<file path="src/logic/vbrc_pkg.sv">
// Constants and types shared by the vector base and reset control block
package vbrc_pkg;
    // Register byte offsets on the bus
    localparam logic [7:0] VTB_OFFSET = 8'h08;
    localparam logic [7:0] AIRC_OFFSET = 8'h0C;
    // Key values of the control register
    localparam logic [15:0] KEY_WRITE = 16'h05FA;
    localparam logic [15:0] KEY_READ = 16'hFA05;
    // Field positions of the vector table base register
    localparam int REGION_BIT = 29;
    localparam int OFF_HI = 28;
    localparam int OFF_LO = 7;
    // Field positions of the control register
    localparam int KEY_HI = 31;
    localparam int KEY_LO = 16;
    localparam int ENDIAN_BIT = 15;
    localparam int SPLIT_HI = 10;
    localparam int SPLIT_LO = 8;
    localparam int WARM_BIT = 2;
    localparam int CLR_BIT = 1;
    localparam int CORE_RST_BIT = 0;
    // Reset values
    localparam logic [21:0] OFFSET_RESET = 22'h000000;
    localparam logic [2:0] SPLIT_RESET = 3'h0;
    // Region start addresses (plain defaults)
    localparam logic [31:0] CODE_REGION_BASE = 32'h00000000;
    localparam logic [31:0] SRAM_REGION_BASE = 32'h20000000;
    // Bus encodings
    localparam logic [1:0] HTRANS_NONSEQ = 2'h2;
    localparam logic [2:0] HSIZE_WORD = 3'h2;
    // Priority value width
    localparam int PRIO_W = 8;

    // Captured address phase
    typedef struct packed {
        logic [7:0] addr;
        logic write;
        logic [2:0] size;
    } vbrc_aphase_t;
endpackage : vbrc_pkg

</file>
<file path="src/logic/vbrc_prio_split.sv">
// Splits one priority value into pre-emption level and subpriority
`timescale 1ns/1ps
module vbrc_prio_split #(
    parameter int PW = 8
) (
    input wire logic [2:0] split_select,
    input wire logic [PW-1:0] priority_in,
    output logic [PW-1:0] preempt_level,
    output logic [PW-1:0] sub_priority
);
    // Subpriority mask: select 0 keeps one low bit, 7 keeps all eight
    function automatic logic [PW-1:0] sub_mask(input logic [2:0] sel);
        logic [PW-1:0] ones;
        ones = {PW{1'b1}};
        sub_mask = ~(PW'(ones << 1) << sel);
    endfunction : sub_mask

    // Field split
    assign preempt_level = priority_in & ~sub_mask(split_select);
    assign sub_priority = priority_in & sub_mask(split_select);
endmodule : vbrc_prio_split

</file>
<file path="src/logic/vbrc_top.sv">
// Vector table base and keyed interrupt/reset control registers on AHB-Lite
`timescale 1ns/1ps
module vbrc_top #(
    parameter logic BIG_ENDIAN = 1'b0,
    parameter logic [31:0] CODE_BASE = vbrc_pkg::CODE_REGION_BASE,
    parameter logic [31:0] SRAM_BASE = vbrc_pkg::SRAM_REGION_BASE
) (
    input wire logic hclk,
    input wire logic hresetn,
    input wire logic hsel,
    input wire logic [31:0] haddr,
    input wire logic [1:0] htrans,
    input wire logic hwrite,
    input wire logic [2:0] hsize,
    input wire logic hready,
    input wire logic [31:0] hwdata,
    output logic [31:0] hrdata,
    output logic hreadyout,
    output logic hresp,
    output logic [31:0] vector_base_addr,
    output logic byte_order_flag,
    output logic [2:0] priority_split_select,
    output logic warm_reset_request,
    output logic clear_active_state,
    output logic core_system_reset,
    input wire logic [7:0] priority_a,
    input wire logic [7:0] priority_b,
    output logic a_preempts_b,
    output logic a_before_b
);
    localparam int PW = vbrc_pkg::PRIO_W;

    vbrc_pkg::vbrc_aphase_t aphase_reg;
    logic dphase_reg;
    logic region_reg;
    logic [21:0] offset_reg;
    logic [2:0] split_reg;
    logic warm_reg;
    logic clr_reg;
    logic core_rst_reg;
    logic [31:0] hrdata_reg;
    logic [31:0] base_reg;
    logic a_preempts_reg;
    logic a_before_reg;
    logic take_aphase;
    logic wr_ok;
    logic vtb_wr;
    logic airc_wr;
    logic key_ok;
    logic [31:0] vtb_rd;
    logic [31:0] airc_rd;
    logic [PW-1:0] pre_lvl [2];
    logic [PW-1:0] sub_lvl [2];
    logic [PW-1:0] prio_in [2];

    // Zero wait state slave, always OKAY
    assign hreadyout = 1'b1;
    assign hresp = 1'b0;
    assign take_aphase = hsel && hready && (htrans == vbrc_pkg::HTRANS_NONSEQ);

    // Address phase capture
    always_ff @(posedge hclk or negedge hresetn) begin
        if (!hresetn) begin
            dphase_reg <= 1'b0;
            aphase_reg <= '0;
        end else if (hready) begin
            dphase_reg <= take_aphase;
            aphase_reg <= '{addr: haddr[7:0], write: hwrite, size: hsize};
        end
    end

    // Write decode in data phase, whole words only
    assign wr_ok = dphase_reg && aphase_reg.write && (aphase_reg.size == vbrc_pkg::HSIZE_WORD);
    assign vtb_wr = wr_ok && (aphase_reg.addr == vbrc_pkg::VTB_OFFSET);
    assign key_ok = hwdata[vbrc_pkg::KEY_HI:vbrc_pkg::KEY_LO] == vbrc_pkg::KEY_WRITE;
    assign airc_wr = wr_ok && (aphase_reg.addr == vbrc_pkg::AIRC_OFFSET) && key_ok;

    // Vector table base fields
    always_ff @(posedge hclk or negedge hresetn) begin
        if (!hresetn) begin
            region_reg <= 1'b0;
            offset_reg <= vbrc_pkg::OFFSET_RESET;
        end else if (vtb_wr) begin
            region_reg <= hwdata[vbrc_pkg::REGION_BIT];
            offset_reg <= hwdata[vbrc_pkg::OFF_HI:vbrc_pkg::OFF_LO];
        end
    end

    // Keyed control fields
    always_ff @(posedge hclk or negedge hresetn) begin
        if (!hresetn) begin
            split_reg <= vbrc_pkg::SPLIT_RESET;
        end else if (airc_wr) begin
            split_reg <= hwdata[vbrc_pkg::SPLIT_HI:vbrc_pkg::SPLIT_LO];
        end
    end

    // Warm reset request, held until the reset it causes
    always_ff @(posedge hclk or negedge hresetn) begin
        if (!hresetn) begin
            warm_reg <= 1'b0;
        end else if (airc_wr && hwdata[vbrc_pkg::WARM_BIT]) begin
            warm_reg <= 1'b1;
        end
    end

    // Self-clearing one-cycle actions
    always_ff @(posedge hclk or negedge hresetn) begin
        if (!hresetn) begin
            clr_reg <= 1'b0;
            core_rst_reg <= 1'b0;
        end else begin
            clr_reg <= airc_wr && hwdata[vbrc_pkg::CLR_BIT];
            core_rst_reg <= airc_wr && hwdata[vbrc_pkg::CORE_RST_BIT];
        end
    end

    // Read views, reserved bits zero
    always_comb begin
        vtb_rd = '0;
        vtb_rd[vbrc_pkg::REGION_BIT] = region_reg;
        vtb_rd[vbrc_pkg::OFF_HI:vbrc_pkg::OFF_LO] = offset_reg;
        airc_rd = '0;
        airc_rd[vbrc_pkg::KEY_HI:vbrc_pkg::KEY_LO] = vbrc_pkg::KEY_READ;
        airc_rd[vbrc_pkg::ENDIAN_BIT] = BIG_ENDIAN;
        airc_rd[vbrc_pkg::SPLIT_HI:vbrc_pkg::SPLIT_LO] = split_reg;
        airc_rd[vbrc_pkg::WARM_BIT] = warm_reg;
        airc_rd[vbrc_pkg::CLR_BIT] = clr_reg;
        airc_rd[vbrc_pkg::CORE_RST_BIT] = core_rst_reg;
    end

    // Read data loaded at the address phase edge; unmapped reads zero
    always_ff @(posedge hclk or negedge hresetn) begin
        if (!hresetn) begin
            hrdata_reg <= '0;
        end else if (take_aphase && !hwrite) begin
            if (haddr[7:0] == vbrc_pkg::VTB_OFFSET) begin
                hrdata_reg <= vtb_rd;
            end else if (haddr[7:0] == vbrc_pkg::AIRC_OFFSET) begin
                hrdata_reg <= airc_rd;
            end else begin
                hrdata_reg <= '0;
            end
        end
    end
    assign hrdata = hrdata_reg;

    // Vector table base address
    always_ff @(posedge hclk or negedge hresetn) begin
        if (!hresetn) begin
            base_reg <= '0;
        end else begin
            base_reg <= (region_reg ? SRAM_BASE : CODE_BASE)
                + {3'h0, offset_reg, 7'h00};
        end
    end

    // Priority split of both candidates
    assign prio_in[0] = priority_a;
    assign prio_in[1] = priority_b;
    for (genvar i = 0; i < 2; i++) begin : g_split
        vbrc_prio_split #(.PW(PW)) u_split (
            .split_select(split_reg),
            .priority_in(prio_in[i]),
            .preempt_level(pre_lvl[i]),
            .sub_priority(sub_lvl[i])
        );
    end

    // Comparison: lower number wins; subpriority only breaks equal levels
    always_ff @(posedge hclk or negedge hresetn) begin
        if (!hresetn) begin
            a_preempts_reg <= 1'b0;
            a_before_reg <= 1'b0;
        end else begin
            a_preempts_reg <= pre_lvl[0] < pre_lvl[1];
            a_before_reg <= (pre_lvl[0] < pre_lvl[1])
                || ((pre_lvl[0] == pre_lvl[1]) && (sub_lvl[0] < sub_lvl[1]));
        end
    end

    assign vector_base_addr = base_reg;
    assign byte_order_flag = BIG_ENDIAN;
    assign priority_split_select = split_reg;
    assign warm_reset_request = warm_reg;
    assign clear_active_state = clr_reg;
    assign core_system_reset = core_rst_reg;
    assign a_preempts_b = a_preempts_reg;
    assign a_before_b = a_before_reg;

    // Checks
    property p_key_read;
        @(posedge hclk) disable iff (!hresetn)
        (take_aphase && !hwrite && haddr[7:0] == vbrc_pkg::AIRC_OFFSET)
            |=> hrdata[31:16] == 16'hFA05;
    endproperty
    a_key_read: assert property (p_key_read) else $error("key status wrong");

    property p_bad_key;
        @(posedge hclk) disable iff (!hresetn)
        (wr_ok && aphase_reg.addr == vbrc_pkg::AIRC_OFFSET && hwdata[31:16] != 16'h05FA)
            |=> $stable(split_reg) && !clr_reg && !core_rst_reg && $stable(warm_reg);
    endproperty
    a_bad_key: assert property (p_bad_key) else $error("unkeyed write acted");

    property p_good_key;
        @(posedge hclk) disable iff (!hresetn)
        (wr_ok && aphase_reg.addr == vbrc_pkg::AIRC_OFFSET && hwdata[31:16] == 16'h05FA)
            |=> split_reg == $past(hwdata[10:8]);
    endproperty
    a_good_key: assert property (p_good_key) else $error("keyed write lost");

    property p_clr_pulse;
        @(posedge hclk) disable iff (!hresetn)
        $rose(clear_active_state) |=> !clear_active_state;
    endproperty
    a_clr_pulse: assert property (p_clr_pulse) else $error("clear not self clearing");

    property p_core_rst;
        @(posedge hclk) disable iff (!hresetn)
        (airc_wr && hwdata[0]) |=> core_system_reset ##1 !core_system_reset;
    endproperty
    a_core_rst: assert property (p_core_rst) else $error("core reset pulse wrong");

    property p_warm_hold;
        @(posedge hclk) disable iff (!hresetn)
        warm_reset_request |=> warm_reset_request;
    endproperty
    a_warm_hold: assert property (p_warm_hold) else $error("warm request dropped");

    property p_base;
        @(posedge hclk) disable iff (!hresetn)
        vtb_wr ##1 !vtb_wr |=> vector_base_addr ==
            ($past(hwdata[29], 2) ? SRAM_BASE : CODE_BASE) + {3'h0, $past(hwdata[28:7], 2), 7'h00};
    endproperty
    a_base: assert property (p_base) else $error("vector base wrong");

    property p_vtb_reserved;
        @(posedge hclk) disable iff (!hresetn)
        (take_aphase && !hwrite && haddr[7:0] == vbrc_pkg::VTB_OFFSET)
            |=> hrdata[31:30] == 2'h0 && hrdata[6:0] == 7'h00;
    endproperty
    a_vtb_reserved: assert property (p_vtb_reserved) else $error("reserved bits set");

    property p_endian;
        @(posedge hclk) disable iff (!hresetn)
        (take_aphase && !hwrite && haddr[7:0] == vbrc_pkg::AIRC_OFFSET)
            |=> hrdata[15] == BIG_ENDIAN && hrdata[14:11] == 4'h0;
    endproperty
    a_endian: assert property (p_endian) else $error("byte order readback wrong");

    property p_split_order;
        @(posedge hclk) disable iff (!hresetn)
        (split_reg == 3'h7) |=> !a_preempts_b;
    endproperty
    a_split_order: assert property (p_split_order) else $error("preempt with no levels");
endmodule : vbrc_top

</file>
<file path="config.mk">
export PLATFORM = sky130hd
export DESIGN_NAME = vbrc_top
export DESIGN_NICKNAME = d
export VERILOG_FILES = /design/src/logic/vbrc_pkg.sv /design/src/logic/vbrc_prio_split.sv /design/src/logic/vbrc_top.sv
export SDC_FILE = /design/constraint.sdc
export NUM_CORES = 1
export LEC_CHECK = 0
export BUFFER_PORTS_ARGS = -buffer_cell sky130_fd_sc_hd__buf_4
export CAP_MARGIN = 20
export CORE_AREA = 2 2 120 122
export DETAILED_ROUTE_END_ITERATION = 6
export DIE_AREA = 0 0 122 124
export MAX_ROUTING_LAYER = met4
export PLACE_DENSITY = 0.55
export SLEW_MARGIN = 20
export SYNTH_ARGS = -nofsm -noshare
export SYNTH_HDL_FRONTEND = slang
export SYNTH_SLANG_ARGS = --single-unit
</file>
<file path="constraint.sdc">
create_clock -name hclk -period 5.65 [get_ports hclk]
set_input_delay 0 -clock hclk [delete_from_list [all_inputs] [get_ports hclk]]
set_output_delay 0 -clock hclk [all_outputs]
set_load 0.1 [all_outputs]
</file>
==> impl_summary.log <==
INFO  metric initial_core_util = 0.2943
INFO  metric cts.sink_count = 94
INFO  metric total_leakage_power = 2.799 nW
INFO  metric seq_power_share = 0.437
INFO  metric setup.worst_path.end_class = register
INFO  metric unrepaired_setup_endpoints_after_global_routing = no
INFO  metric synth_top_cell_area_share = 0.5826
INFO  metric drcViolationCount = 0
INFO  metric worstPathArrival = roughly 2.4 ns
INFO  metric drt_iter0_markers = 130
INFO  metric post_drt_via_cell_ratio = roughly 4.6
INFO  metric drt.antenna.violating_nets = 0
INFO  metric sum_of_net_half_perimeters_after_detailed_placement = roughly 7000 um
INFO  metric grt_start_max_net_pins = slightly below 70
INFO  metric p_clk_frac = 0.401
INFO  metric synth_area_leader_cell = dfrtp_1
INFO  metric cts_inserted_buffers = 9
INFO  metric numPortBuffers = 120
INFO  metric track_usage = 0.1380
INFO  metric clk_root_buffer_cell = clkbuf_16
INFO  metric floorplan.die_area = 15,130 sq um
INFO  metric p_comb_frac = 0.161
INFO  metric drv_cap = 0
INFO  metric hold_viol = 0
INFO  metric worst_skew_pair.late_latency = 0.34 ns
INFO  metric largest_register_ff_count = 27
INFO  metric grt_pass1_vias = between 3,000 and 4,000
INFO  metric rows = 43
INFO  metric post_synth_inst_count = roughly 300
INFO  metric p_int = about 1.2 mW
INFO  metric share_of_the_synthesized_area_in_compound_gates_ao_oa_aoi_oai = 0.08398
INFO  metric status = complete, no violations
INFO  metric drive_gt1_frac = 0.4000
INFO  metric cp-startpoint = aphase_reg[9]$_DFFE_PN0P_
INFO  metric r2r-end = offset_reg[0]$_DFFE_PN0P_
INFO  metric pre_cts_ws = around 3.4 ns
INFO  metric routabilityCongestion = a little over 0.8
INFO  metric first_pass_iters = 4
INFO  metric achievable-frequency = 458.6 MHz
INFO  metric detailed_place.area = about 5000 sq um
INFO  metric cp_slowest_stage_delay = about 0.5 ns
INFO  metric post_synth_fa_ha_maj_area_fraction = 0.04338
INFO  metric share_of_the_clock_period_used_by_the_worst_path = 0.3859
INFO  metric final-setup-viol-count = 0
INFO  metric synthesized_area_divided_by_synthesized_cell_count = ~14 sq um
INFO  metric hold_path_startpoint = hready
INFO  metric layout_min_cycle_time = 2.180 ns
INFO  metric irDropWorstVdd = around 0.16 mV
INFO  metric cp-start-kind = register
INFO  metric timing.critical_path.to = offset_reg[0]$_DFFE_PN0P_
INFO  metric worstPathCellList = nor4_2 > nand3_1 > or2_1 > buf_4 > mux2_4
INFO  metric timing.reg2reg.setup_slack = 3.47 ns
INFO  metric htreeDepth = 3
INFO  metric synth-seq-cells = between 90 and 100
INFO  metric die_width = ~120 um
INFO  metric relative_area_change_from_synthesis_to_final_layout = 42.86%
INFO  metric yosys.area_share.xor_xnor = 0
INFO  metric path_depth = 5
INFO  metric top_level_ports = 165
INFO  metric most_frequent_standard_cell_in_the_layout_excluding_fill_and_tap_cells = buf_4
INFO  metric sum_of_buffers_and_inverters_on_the_critical_path = 1
INFO  metric grt-ovfl-total = 0
INFO  metric fin_tns_setup = 0 ns
INFO  metric tritoncts = yes
INFO  metric ys_top_cells_by_area = dfrtp_1 (58%), mux2_2 (8.4%), ha_1 (4.3%), a22o_1 (3.7%), mux2_4 (3.3%)
INFO  metric antenna_found_initial = 0
INFO  metric wl = ~10000 um
INFO  metric fin_area = 5768 sq um
INFO  metric timing.reg2reg.worst_path_depth = 5
INFO  metric yosys.cell_types.count = 42
INFO  metric cts-resized-gates = 0
INFO  metric post_drt_wl_per_cell = ~16 um
INFO  metric ys_dominant_reg_cell = dfrtp_1
INFO  metric largest_family_of_logic_cells_by_synthesized_area = multiplexers
INFO  metric syn_area = just over 4000 sq um
INFO  metric final_net_count = roughly 560
INFO  metric die_h = approximately 120 um
INFO  metric final_max_slew_viol_count = 0
INFO  metric slew_headroom = 0.4101
INFO  metric layout_setup_ws = 3.470 ns
INFO  metric design.core.area = around 14,000 sq um
INFO  metric timing.hold.worst.class = in -> reg
INFO  metric antenna_cells = 0
INFO  metric holdWs = 0.06343 ns
INFO  metric yosys_warnings = 0
INFO  metric reg2reg_launch_point = aphase_reg[9]$_DFFE_PN0P_
INFO  metric power.net_switching = around 450 uW
INFO  metric clock_skew = around 0.0094 ns
INFO  metric global_route_wire_length_before_repair = between 15,000 and 20,000 um
INFO  metric muxShareOfSynthArea = 0.1171
INFO  metric crit_fanout = 13
INFO  metric synth_edf_count = 0
INFO  metric swShare = 0.2755
INFO  metric required = 5.87 ns
INFO  metric num-fill-cells = 1,311
INFO  metric cpMaxStageDelayCell = or2_1
INFO  metric max_slew.worst_pin.slew = roughly 0.88 ns
INFO  metric synth-simple-area-share = 0.1159
INFO  metric post-route-util = 0.4204
INFO  metric criticalPathCategory = reg -> reg
INFO  metric dr_total_vias = approximately 2,900
INFO  metric timing.critical_path.max_delay_family = simple AND/OR/NAND/NOR gates
INFO  metric synth_sequential_area_ratio = 0.5826
INFO  metric postSynth.asyncResetShare = 1.000
INFO  metric cts.reportedPaths.clkPinSlew = approximately 0.070 ns
INFO  metric most-common-layout-cells = buf_4 (124), dfrtp_1 (94), dlygate4sd3_1 (39)
INFO  metric clk_path_buf_depth = 2
INFO  metric power.density = between 200 and 300 nW/um^2
cells by family (layout without fill, tap and decap cells):
| family | count (synthesis) | after routing |
|---|---|---|
| other | 2 | 16 |
| and+or+nand+nor | 72 | 72 |
| buffers and inverters | 35 | 183 |
| muxes | 39 | 39 |
| adders and majority gates | 14 | 14 |
| DFF | 94 | 94 |
| AOI/OAI and AO/OA | 42 | 42 |
power by group through the flow:
stage	sequential (mW)	clock (mW)	combinational, mW
floorplan	0.808	0	0.0935
global route	0.721	0.712	0.280
detailed placement	0.731	0	0.246
finish	0.718	0.659	0.265
global placement	0.730	0	0.244
CTS	0.718	0.681	0.267
metrics by stage:
stage                     cells  total power, mW
after detailed placement    585           0.9768
after floorplan             312           0.9011
after global placement      585           0.9734
final                       640            1.642
after CTS                   640            1.667
after global routing        640            1.714
cell usage after synthesis, types with 2 or more instances:
| cell type | count |
|---|---|
| a22o_1 | 17 |
| mux2_2 | 30 |
| o21ai_0 | 4 |
| a21o_1 | 3 |
| and2_1 | 10 |
| o21a_1 | 2 |
| nor2_1 | 7 |
| nand2_1 | 11 |
| a21oi_1 | 4 |
| nor3_1 | 3 |
| nor2b_1 | 6 |
| conb_1 | 2 |
| nand3_1 | 5 |
| nand4b_1 | 2 |
| inv_1 | 4 |
| ha_1 | 14 |
| clkbuf_1 | 7 |
| nor4_2 | 2 |
| buf_4 | 17 |
| buf_2 | 4 |
| mux2_4 | 9 |
| nand2b_1 | 5 |
| a221o_1 | 9 |
| nand4_1 | 6 |
| buf_6 | 3 |
| and2_0 | 3 |
| dfrtp_1 | 94 |
routing by layer:
layer,global-route usage,share of wire
met5,-,0
met4,0.04095,0.011
met3,0.03846,0.068
met2,0.2224,0.48
met1,0.1701,0.44
how the worst min path moves through the flow:
stage                                                 to  cells past startpoint  slack [ns]
after floorplan                     a_before_b$_DFF_PN0_                      0       -0.30
after global placement         aphase_reg[8]$_DFFE_PN0P_                      1       -0.07
after detailed placement  warm_reset_request$_DFFE_PN0P_                      1       -0.07
after CTS                      aphase_reg[0]$_DFFE_PN0P_                      2        0.05
after global routing           aphase_reg[8]$_DFFE_PN0P_                      2        0.08
final                             dphase_reg$_DFFE_PN0P_                      2        0.06
area by class of cell:
type	count	area [sq um]	area share
Clock buffer	10	239.0	0.04143
Clock inverter	6	91.34	0.01584
Inverter	4	15.01	0.002603
Multi-Input combinational cell	183	1524	0.2642
Sequential cell	94	2352	0.4078
Tap cell	180	225.2	0.03905
Timing Repair Buffer	163	1321	0.2291
repair_timing:
item                                   4_1_cts  5_1_grt
buffers inserted                             0        0
endpoints found under the hold margin       67        0
hold buffers                                39        0
Power figures use the tool's default switching activity.
